===== config.mk =====
export PLATFORM = sky130hd
export DESIGN_NAME = cpt_timer
export DESIGN_NICKNAME = d
export VERILOG_FILES = /design/src/shared/cpt_pkg.sv /design/src/rtl/cpt_count.sv /design/src/rtl/cpt_timer.sv
export VERILOG_INCLUDE_DIRS = /design/src /design/src/shared
export SDC_FILE = /design/constraint.sdc
export NUM_CORES = 1
export LEC_CHECK = 0
export BUFFER_PORTS_ARGS = -buffer_cell sky130_fd_sc_hd__buf_2
export CORE_MARGIN = 8
export CORE_UTILIZATION = 50
export DETAILED_ROUTE_END_ITERATION = 8
export PLACE_DENSITY = 0.74
export RECOVER_POWER = 100
export SLEW_MARGIN = 20
export SYNTH_ARGS = -nofsm -noshare
export SYNTH_HDL_FRONTEND = slang
export SYNTH_SLANG_ARGS = --single-unit

===== constraint.sdc =====
create_clock -name clock -period 2.9 [get_ports clock]
set_input_delay 0.145 -clock clock [delete_from_list [all_inputs] [get_ports clock]]
set_output_delay 0.145 -clock clock [all_outputs]
set_load 0.05 [all_outputs]

===== src/shared/cpt_cfg.svh =====
`ifndef CPT_CFG_SVH
`define CPT_CFG_SVH

// Register byte offsets on the APB slave
`define CPT_OFS_CTRL0 8'h00
`define CPT_OFS_CTRL1 8'h04
`define CPT_OFS_CNT_LO 8'h08
`define CPT_OFS_CNT_HI 8'h0c
`define CPT_OFS_CMPA_LO 8'h10
`define CPT_OFS_CMPA_HI 8'h14
`define CPT_OFS_FLAGS 8'h18

// Control byte 0 fields
`define CPT_C0_ON 3
`define CPT_C0_PER_HI 2
`define CPT_C0_PER_LO 0
`define CPT_C0_MASK 8'h0f

// Control byte 1 fields
`define CPT_C1_MODE_HI 7
`define CPT_C1_MODE_LO 6
`define CPT_C1_ACT_HI 5
`define CPT_C1_ACT_LO 4
`define CPT_C1_OC 3
`define CPT_C1_POL 2
`define CPT_C1_SWAP 1
`define CPT_C1_CLRSEL 0

// Flag register fields
`define CPT_FL_A 0
`define CPT_FL_P 1

// Reset values
`define CPT_RST_BYTE 8'h00
`define CPT_RST_CMPA 10'h000
`define CPT_RST_CNT 10'h000

// Period granule: the period field is compared with the top bits
`define CPT_PER_SHIFT 7

`endif


===== src/shared/cpt_pkg.sv =====
package cpt_pkg;

   typedef enum logic [1:0] {
      CPT_MODE_CMP = 2'h0,
      CPT_MODE_UNDEF = 2'h1,
      CPT_MODE_PWM = 2'h2,
      CPT_MODE_TMR = 2'h3
   } cpt_mode_t;

   typedef enum logic [1:0] {
      CPT_ACT_NONE = 2'h0,
      CPT_ACT_LOW = 2'h1,
      CPT_ACT_HIGH = 2'h2,
      CPT_ACT_TOGGLE = 2'h3
   } cpt_action_t;

   typedef struct packed {
      logic psel;
      logic penable;
      logic pwrite;
      logic [7:0] paddr;
      logic [31:0] pwdata;
   } cpt_apb_req_t;

   typedef struct packed {
      logic [31:0] prdata;
      logic pready;
      logic pslverr;
   } cpt_apb_rsp_t;

endpackage : cpt_pkg


===== src/rtl/cpt_count.sv =====
`timescale 1ns/1ns
`default_nettype none
`include "cpt_cfg.svh"

module cpt_count
   import cpt_pkg::*;
#(
   parameter int CNT_W = 10,
   parameter int PER_W = 3
) (
   input wire logic clock,
   input wire logic rst,
   input wire logic run,
   input wire logic restart,
   input wire logic clearOnA,
   input wire logic [CNT_W-1:0] compareA,
   input wire logic [PER_W-1:0] periodField,
   output logic [CNT_W-1:0] count,
   output logic hitA,
   output logic hitP
);

   generate
      if (CNT_W != PER_W + `CPT_PER_SHIFT) begin : g_bad
         $error("cpt_count: counter width must equal period field width plus granule");
      end
   endgenerate

   typedef struct packed {
      logic [CNT_W-1:0] count;
   } cpt_cnt_state_t;

   cpt_cnt_state_t state;
   cpt_cnt_state_t next_state;
   logic [CNT_W-1:0] incremented;

   // Hits look at the value about to be loaded, so a clear lands exactly on the period
   assign incremented = CNT_W'(state.count + 1'b1);
   assign hitA = run && !restart && (incremented == compareA);
   assign hitP = run && !restart && (incremented[CNT_W-1:`CPT_PER_SHIFT] == periodField)
      && (incremented[`CPT_PER_SHIFT-1:0] == '0);
   assign count = state.count;

   always_comb begin
      next_state = state;
      if (restart) begin
         next_state.count = '0;
      end else if (run) begin
         if (clearOnA ? hitA : hitP) begin
            next_state.count = '0;
         end else begin
            next_state.count = incremented;
         end
      end
   end

   always_ff @(posedge clock) begin
      if (rst) begin
         state.count <= `CPT_RST_CNT;
      end else begin
         state <= next_state;
      end
   end

endmodule : cpt_count
`default_nettype wire


===== src/rtl/cpt_timer.sv =====
// The placing of the registers and the APB interface to the registers were decided locally.
`timescale 1ns/1ns
`default_nettype none
`include "cpt_cfg.svh"

// Function
// - Counter readable as low byte, high two bits
// - Compare-A value writable, ten bits, split bytes
// - Mode 00 compare, 10 PWM, 11 timer
// - Clear-select low: P clears, both flags
// - Clear-select high: A clears, A flag only
// - Compare-A zero, clear-select high outside PWM: overflow, no A flag
// - Compare output changes only on A match or timer-on rise
// - A match sets, clears, toggles or holds output
// - Timer-on rise loads output-control level
// - Timer mode counts alike, pin not driven
// - PWM ignores clear-select bit
// - Swap zero: P period, A duty
// - Swap one: A period, P duty
// - Duty at or above period: always active
// - PWM sets flags on each match
// - Forced PWM levels keep counter running
// - Output control picks active level; polarity inverts
// - Compare actions: 01 low, 10 high, 11 toggle
// - PWM actions: 00 inactive, 01 active, 10 waveform
// - Timer-on rise zeroes counter; fall holds it
// - P match when field equals top three bits
module cpt_timer
   import cpt_pkg::*;
#(
   parameter int CNT_W = 10,
   parameter int PER_W = 3
) (
   input wire logic clock,
   input wire logic rst,
   input wire cpt_apb_req_t apbReq,
   output cpt_apb_rsp_t apbRsp,
   output logic compareAFlag,
   output logic comparePFlag,
   output logic timerPinOut,
   output logic timerPinOe
);

   generate
      if (CNT_W > 16 || PER_W < 1) begin : g_bad
         $error("cpt_timer: counter must fit two bytes and period field must exist");
      end
   endgenerate

   typedef struct packed {
      logic [7:0] ctrl0;
      logic [7:0] ctrl1;
      logic [CNT_W-1:0] compareA;
      logic flagA;
      logic flagP;
      logic onDelayed;
      logic outLevel;
      logic pinOut;
      logic pinOe;
      logic [31:0] rdata;
   } cpt_main_t;

   cpt_main_t state;
   cpt_main_t next_state;

   logic timerOn;
   logic onRise;
   logic run;
   logic [PER_W-1:0] periodField;
   cpt_mode_t mode;
   cpt_action_t action;
   logic outputControl;
   logic outputPolarity;
   logic periodDutySwap;
   logic clearSelect;
   logic clearOnA;
   logic [CNT_W-1:0] count;
   logic hitA;
   logic hitP;
   logic eventA;
   logic eventP;
   logic [CNT_W:0] dutyValue;
   logic pwmActive;
   logic setup;
   logic access;
   logic writeTaken;
   logic mapped;

   function automatic logic isPwm(input cpt_mode_t m);
      return m == CPT_MODE_PWM;
   endfunction : isPwm

   // Mode 01 is undefined; it counts like compare mode but leaves the pin alone
   function automatic logic isCompareLike(input cpt_mode_t m);
      return m != CPT_MODE_PWM;
   endfunction : isCompareLike

   function automatic logic isMapped(input logic [7:0] a);
      return a == `CPT_OFS_CTRL0 || a == `CPT_OFS_CTRL1 || a == `CPT_OFS_CNT_LO
         || a == `CPT_OFS_CNT_HI || a == `CPT_OFS_CMPA_LO || a == `CPT_OFS_CMPA_HI
         || a == `CPT_OFS_FLAGS;
   endfunction : isMapped

   assign timerOn = state.ctrl0[`CPT_C0_ON];
   assign periodField = state.ctrl0[`CPT_C0_PER_LO +: PER_W];
   assign mode = cpt_mode_t'(state.ctrl1[`CPT_C1_MODE_HI:`CPT_C1_MODE_LO]);
   assign action = cpt_action_t'(state.ctrl1[`CPT_C1_ACT_HI:`CPT_C1_ACT_LO]);
   assign outputControl = state.ctrl1[`CPT_C1_OC];
   assign outputPolarity = state.ctrl1[`CPT_C1_POL];
   assign periodDutySwap = state.ctrl1[`CPT_C1_SWAP];
   assign clearSelect = state.ctrl1[`CPT_C1_CLRSEL];

   assign onRise = timerOn && !state.onDelayed;
   assign run = timerOn;

   // PWM ignores clear-select and follows the swap bit instead
   assign clearOnA = isPwm(mode) ? periodDutySwap : clearSelect;

   cpt_count #(
      .CNT_W(CNT_W),
      .PER_W(PER_W)
   ) u_count (
      .clock(clock),
      .rst(rst),
      .run(run),
      .restart(onRise),
      .clearOnA(clearOnA),
      .compareA(state.compareA),
      .periodField(periodField),
      .count(count),
      .hitA(hitA),
      .hitP(hitP)
   );

   // A hit at compare-A zero is the overflow wrap, not a real match, when clear-select has A clear outside PWM
   assign eventA = hitA && !(isCompareLike(mode) && clearSelect && state.compareA == '0);
   assign eventP = hitP && (isPwm(mode) || !clearSelect);

   // Period field zero stands for a full counter span
   always_comb begin
      if (periodDutySwap) begin
         dutyValue = (periodField == '0) ? (CNT_W+1)'(1) << CNT_W
            : {1'b0, periodField, {`CPT_PER_SHIFT{1'b0}}};
      end else begin
         dutyValue = {1'b0, state.compareA};
      end
   end

   // The counter never reaches the period, so a duty at or above it stays active
   assign pwmActive = {1'b0, count} < dutyValue;

   assign setup = apbReq.psel && !apbReq.penable;
   assign access = apbReq.psel && apbReq.penable;
   assign writeTaken = access && apbReq.pwrite && isMapped(apbReq.paddr);
   assign mapped = isMapped(apbReq.paddr);

   always_comb begin
      next_state = state;
      next_state.onDelayed = timerOn;

      // Flags: hardware set wins over a same-cycle software clear
      if (writeTaken && apbReq.paddr == `CPT_OFS_FLAGS) begin
         if (apbReq.pwdata[`CPT_FL_A]) begin
            next_state.flagA = 1'b0;
         end
         if (apbReq.pwdata[`CPT_FL_P]) begin
            next_state.flagP = 1'b0;
         end
      end
      if (eventA) begin
         next_state.flagA = 1'b1;
      end
      if (eventP) begin
         next_state.flagP = 1'b1;
      end

      if (writeTaken) begin
         case (apbReq.paddr)
            `CPT_OFS_CTRL0: begin
               next_state.ctrl0 = apbReq.pwdata[7:0] & `CPT_C0_MASK;
            end
            `CPT_OFS_CTRL1: begin
               next_state.ctrl1 = apbReq.pwdata[7:0];
            end
            `CPT_OFS_CMPA_LO: begin
               next_state.compareA[7:0] = apbReq.pwdata[7:0];
            end
            `CPT_OFS_CMPA_HI: begin
               next_state.compareA[CNT_W-1:8] = apbReq.pwdata[CNT_W-9:0];
            end
            default: begin
            end
         endcase
      end

      // Compare output level
      if (onRise) begin
         next_state.outLevel = outputControl;
      end else if (eventA && mode == CPT_MODE_CMP) begin
         case (action)
            CPT_ACT_LOW: next_state.outLevel = 1'b0;
            CPT_ACT_HIGH: next_state.outLevel = 1'b1;
            CPT_ACT_TOGGLE: next_state.outLevel = !state.outLevel;
            default: next_state.outLevel = state.outLevel;
         endcase
      end

      // Pin: forced PWM levels only mask the pin, the counter keeps going
      next_state.pinOe = (mode == CPT_MODE_CMP) || isPwm(mode);
      if (isPwm(mode)) begin
         case (action)
            CPT_ACT_LOW: next_state.pinOut = outputControl ^ outputPolarity;
            CPT_ACT_HIGH: next_state.pinOut = (pwmActive ? outputControl : !outputControl) ^ outputPolarity;
            default: next_state.pinOut = !outputControl ^ outputPolarity;
         endcase
      end else if (mode == CPT_MODE_CMP) begin
         next_state.pinOut = next_state.outLevel ^ outputPolarity;
      end else begin
         next_state.pinOut = 1'b0;
      end

      // Read data captured in the setup phase, held through the access phase
      if (setup) begin
         next_state.rdata = '0;
         case (apbReq.paddr)
            `CPT_OFS_CTRL0: next_state.rdata[7:0] = state.ctrl0;
            `CPT_OFS_CTRL1: next_state.rdata[7:0] = state.ctrl1;
            `CPT_OFS_CNT_LO: next_state.rdata[7:0] = count[7:0];
            `CPT_OFS_CNT_HI: next_state.rdata[CNT_W-9:0] = count[CNT_W-1:8];
            `CPT_OFS_CMPA_LO: next_state.rdata[7:0] = state.compareA[7:0];
            `CPT_OFS_CMPA_HI: next_state.rdata[CNT_W-9:0] = state.compareA[CNT_W-1:8];
            `CPT_OFS_FLAGS: begin
               next_state.rdata[`CPT_FL_A] = state.flagA;
               next_state.rdata[`CPT_FL_P] = state.flagP;
            end
            default: next_state.rdata = '0;
         endcase
      end
   end

   always_ff @(posedge clock) begin
      if (rst) begin
         state.ctrl0 <= `CPT_RST_BYTE;
         state.ctrl1 <= `CPT_RST_BYTE;
         state.compareA <= `CPT_RST_CMPA;
         state.flagA <= 1'b0;
         state.flagP <= 1'b0;
         state.onDelayed <= 1'b0;
         state.outLevel <= 1'b0;
         state.pinOut <= 1'b0;
         state.pinOe <= 1'b0;
         state.rdata <= 32'h0;
      end else begin
         state <= next_state;
      end
   end

   assign apbRsp.prdata = state.rdata;
   assign apbRsp.pready = 1'b1;
   assign apbRsp.pslverr = access && !mapped;
   assign compareAFlag = state.flagA;
   assign comparePFlag = state.flagP;
   assign timerPinOut = state.pinOut;
   assign timerPinOe = state.pinOe;

   logic readHigh;
   assign readHigh = setup && apbReq.paddr == `CPT_OFS_CNT_HI;
endmodule : cpt_timer
`default_nettype wire


==> qor.yml <==
status: "completed"
grt_overflow: 0
hold_viol_final: 0
area_growth_pct: 3.03
setup_tns_ns: 0
die-area_um2: 9560
yosysTopAreaCell: "dfxtp_1"
ys_top_cells_by_count: "dfxtp_1, nand2_1, nor2_1, buf_4, a21oi_1"
critical_path_required_ns: 3.10
slew_viol_final: 0
cts_buffer_depth: 2
cts_tree: "yes"
ys.flop_type: "dfxtp_1"
whs_ns: 0.0986
post-place-ws_ns: 0.455
fin_area_um2: 3440
nNetsFinal: 481
grt_max_degree: 42
die_h_um: 97.8
clk_pin_slew_ns: 0.09
die_w_um: 97.8
routabilityCongestion: 0.859
post_synth.cell_area_avg_um2: 8.13
antennaDiodeCount: 0
via_per_inst: 5.99
cpMaxStageDelayCell: "dfxtp_1"
skew_ns: 0.00851
critical_path.top_delay_family: "compound AO/OA/AOI/OAI gates"
vias: 3002
insertion_delay_ns: 0.30
ir_worst_vdd_mv: 0.319
post_dp_cell_area_um2: 3370
use_met2: 0.280
clock-root-buffer: "clkbuf_8"
synth-async-reset-ratio: 0
synth.cell_area_um2: 3340
synth-edff-count: 0
ioPinCount: 83
drv_cap: 0
fmax_mhz: 384
wl_per_cell_um: 16.6
drtPass1Iterations: 5
worst_ep_arrival_time_ns: 2.80
criticalPathCategory: "reg2reg"
p_leak_nw: 1.33
htreeDepth: 2
drc: 0
drt-total-wl_um: 8330
grtUsageMet1: 0.220
hold_buffers: 0
post-route-period-util: 0.897
coreArea_um2: 6420
ant_nets: 0
synthCells: 411
worst_slack_ns: 0.299
min_period_ns: 2.60
drtIter0Drc: 264
hpwl_um: 6280
portBuffers: 33
synth_top_area_frac: 0.276
grt_pass1_vias: 2912
post_cts_resized: 0
endpoint_kind: "flip-flop"
drive_gt1_frac: 0.104
synth.most_common_cell: "dfxtp_1"
yosys-top-cells-area: "dfxtp_1, buf_4, mux2i_1"
grt_pass1_wl_um: 14100
worstPathCellList: "and4_1 > nand4_4 > xnor2_1 > nor4_1 > o2111ai_1 > o211a_1 > a32o_1"
fillers: 609
r2r_slack_ns: 0.30
rows: 29
critical_path.max_stage_delay_ns: 0.64
grt.busiest_layer: "met2"
crit_path_max_fanout: 14
hold_path.class: "in2reg"
postCtsSetupBuffers: 0
antenna_found_initial: 0
start_kind: "flip-flop"
maxSlewHeadroom: 0.282
cts_sinks: 46
synth_warnings: 0
seq_area_frac_synth: 0.276
synth_cell_types: 65
numCtsBuffers: 5
setup_viol: 0
rsz0062_at_grt: "false"
grt_use_total: 0.173
ys_ff_latch: 46
power_density_nw_per_um2: 396
crit_buf_inv: 0
tightest_slew_ns: 1.07
start_util: 0.520
met3_usage: 0.0405
-- final cells by class --
cell class	instances	area [µm²]	area share
clock buffers	6	82.6	0.0240
clock inverters	2	60.1	0.0174
inverters	6	22.5	0.00654
multi-input cells	328	2090	0.606
flip-flops and latches	46	921	0.267
well taps	77	96.3	0.0280
repair buffers	36	173	0.0501
-- power breakdown --
part | internal (mW) | switching (mW) | leakage [nW]
logic | 0.0212 | 0.124 | 0.885
clock network | 0.368 | 0.217 | 0.0714
registers | 0.633 | 0.00109 | 0.371
-- per-stage QoR --
step | power [mW] | cells | utilization
6_report | 1.36 | 501 | 0.536
5_1_grt | 1.42 | 501 | 0.536
4_1_cts | 1.37 | 501 | 0.547
3_5_place_dp | 0.795 | 493 | 0.524
3_3_place_gp | 0.793 | 493 | 0.524
2_1_floorplan | 0.794 | 434 | -
-- worst paths after layout --
path / from / to / depth (start not counted)
min reg2reg: compareAFlag$_SDFFE_PP0P_ / compareAFlag$_SDFFE_PP0P_ / 2
max: u_count.count[4]$_SDFFE_PP0P_ / u_count.count[1]$_SDFFE_PP0P_ / 7
max reg2reg: u_count.count[4]$_SDFFE_PP0P_ / u_count.count[1]$_SDFFE_PP0P_ / 7
min: apbReq[5] / action[1]$_SDFFE_PP0P_ / 3
-- flip-flops by register name, indices dropped and copies added, names as in the netlist, 2 cells and up --
| signal | cells |
|---|---|
| mode | 2 |
| action | 2 |
| state | 12 |
| apbRsp | 8 |
| periodField | 3 |
| u_count.count | 10 |
-- kinds of logic after synthesis --
logic type      after synthesis  share of synthesized area
simple gates                171                      0.279
mux                          23                     0.0693
buf+inv                      60                      0.110
xor+xnor                     15                     0.0475
other cells                   2                    0.00225
flops                        46                      0.276
compound gates               81                      0.168
fa+ha+maj                    13                     0.0487
-- routing by layer --
layer | vias up | routed length (µm)
li1 | 1444 | -
met1 | 1417 | 3680
met2 | 129 | 3900
met3 | 12 | 630
met4 | 0 | 127
met5 | - | 0
-- cell usage in the layout (no fill, tap or decap), types with 8 or more instances in the layout --
cell type / count
a21oi_1: 30
conb_1: 25
mux2i_1: 22
nor2b_1: 9
clkbuf_1: 12
nand3_1: 9
and3_1: 13
nand2_1: 42
nand2b_1: 12
nor4_1: 8
xor2_1: 8
dfxtp_1: 46
ha_1: 13
nor2_1: 41
buf_2: 21
nor3_1: 10
o21ai_0: 13
-- tightest hold or removal path: cells and delay by family --
kind | cells | cell delay [ns]
compound gates | 1 | 0.05
buf+inv | 1 | 0.10
simple gates | 1 | 0.05
(Power assumes the default switching activity.)
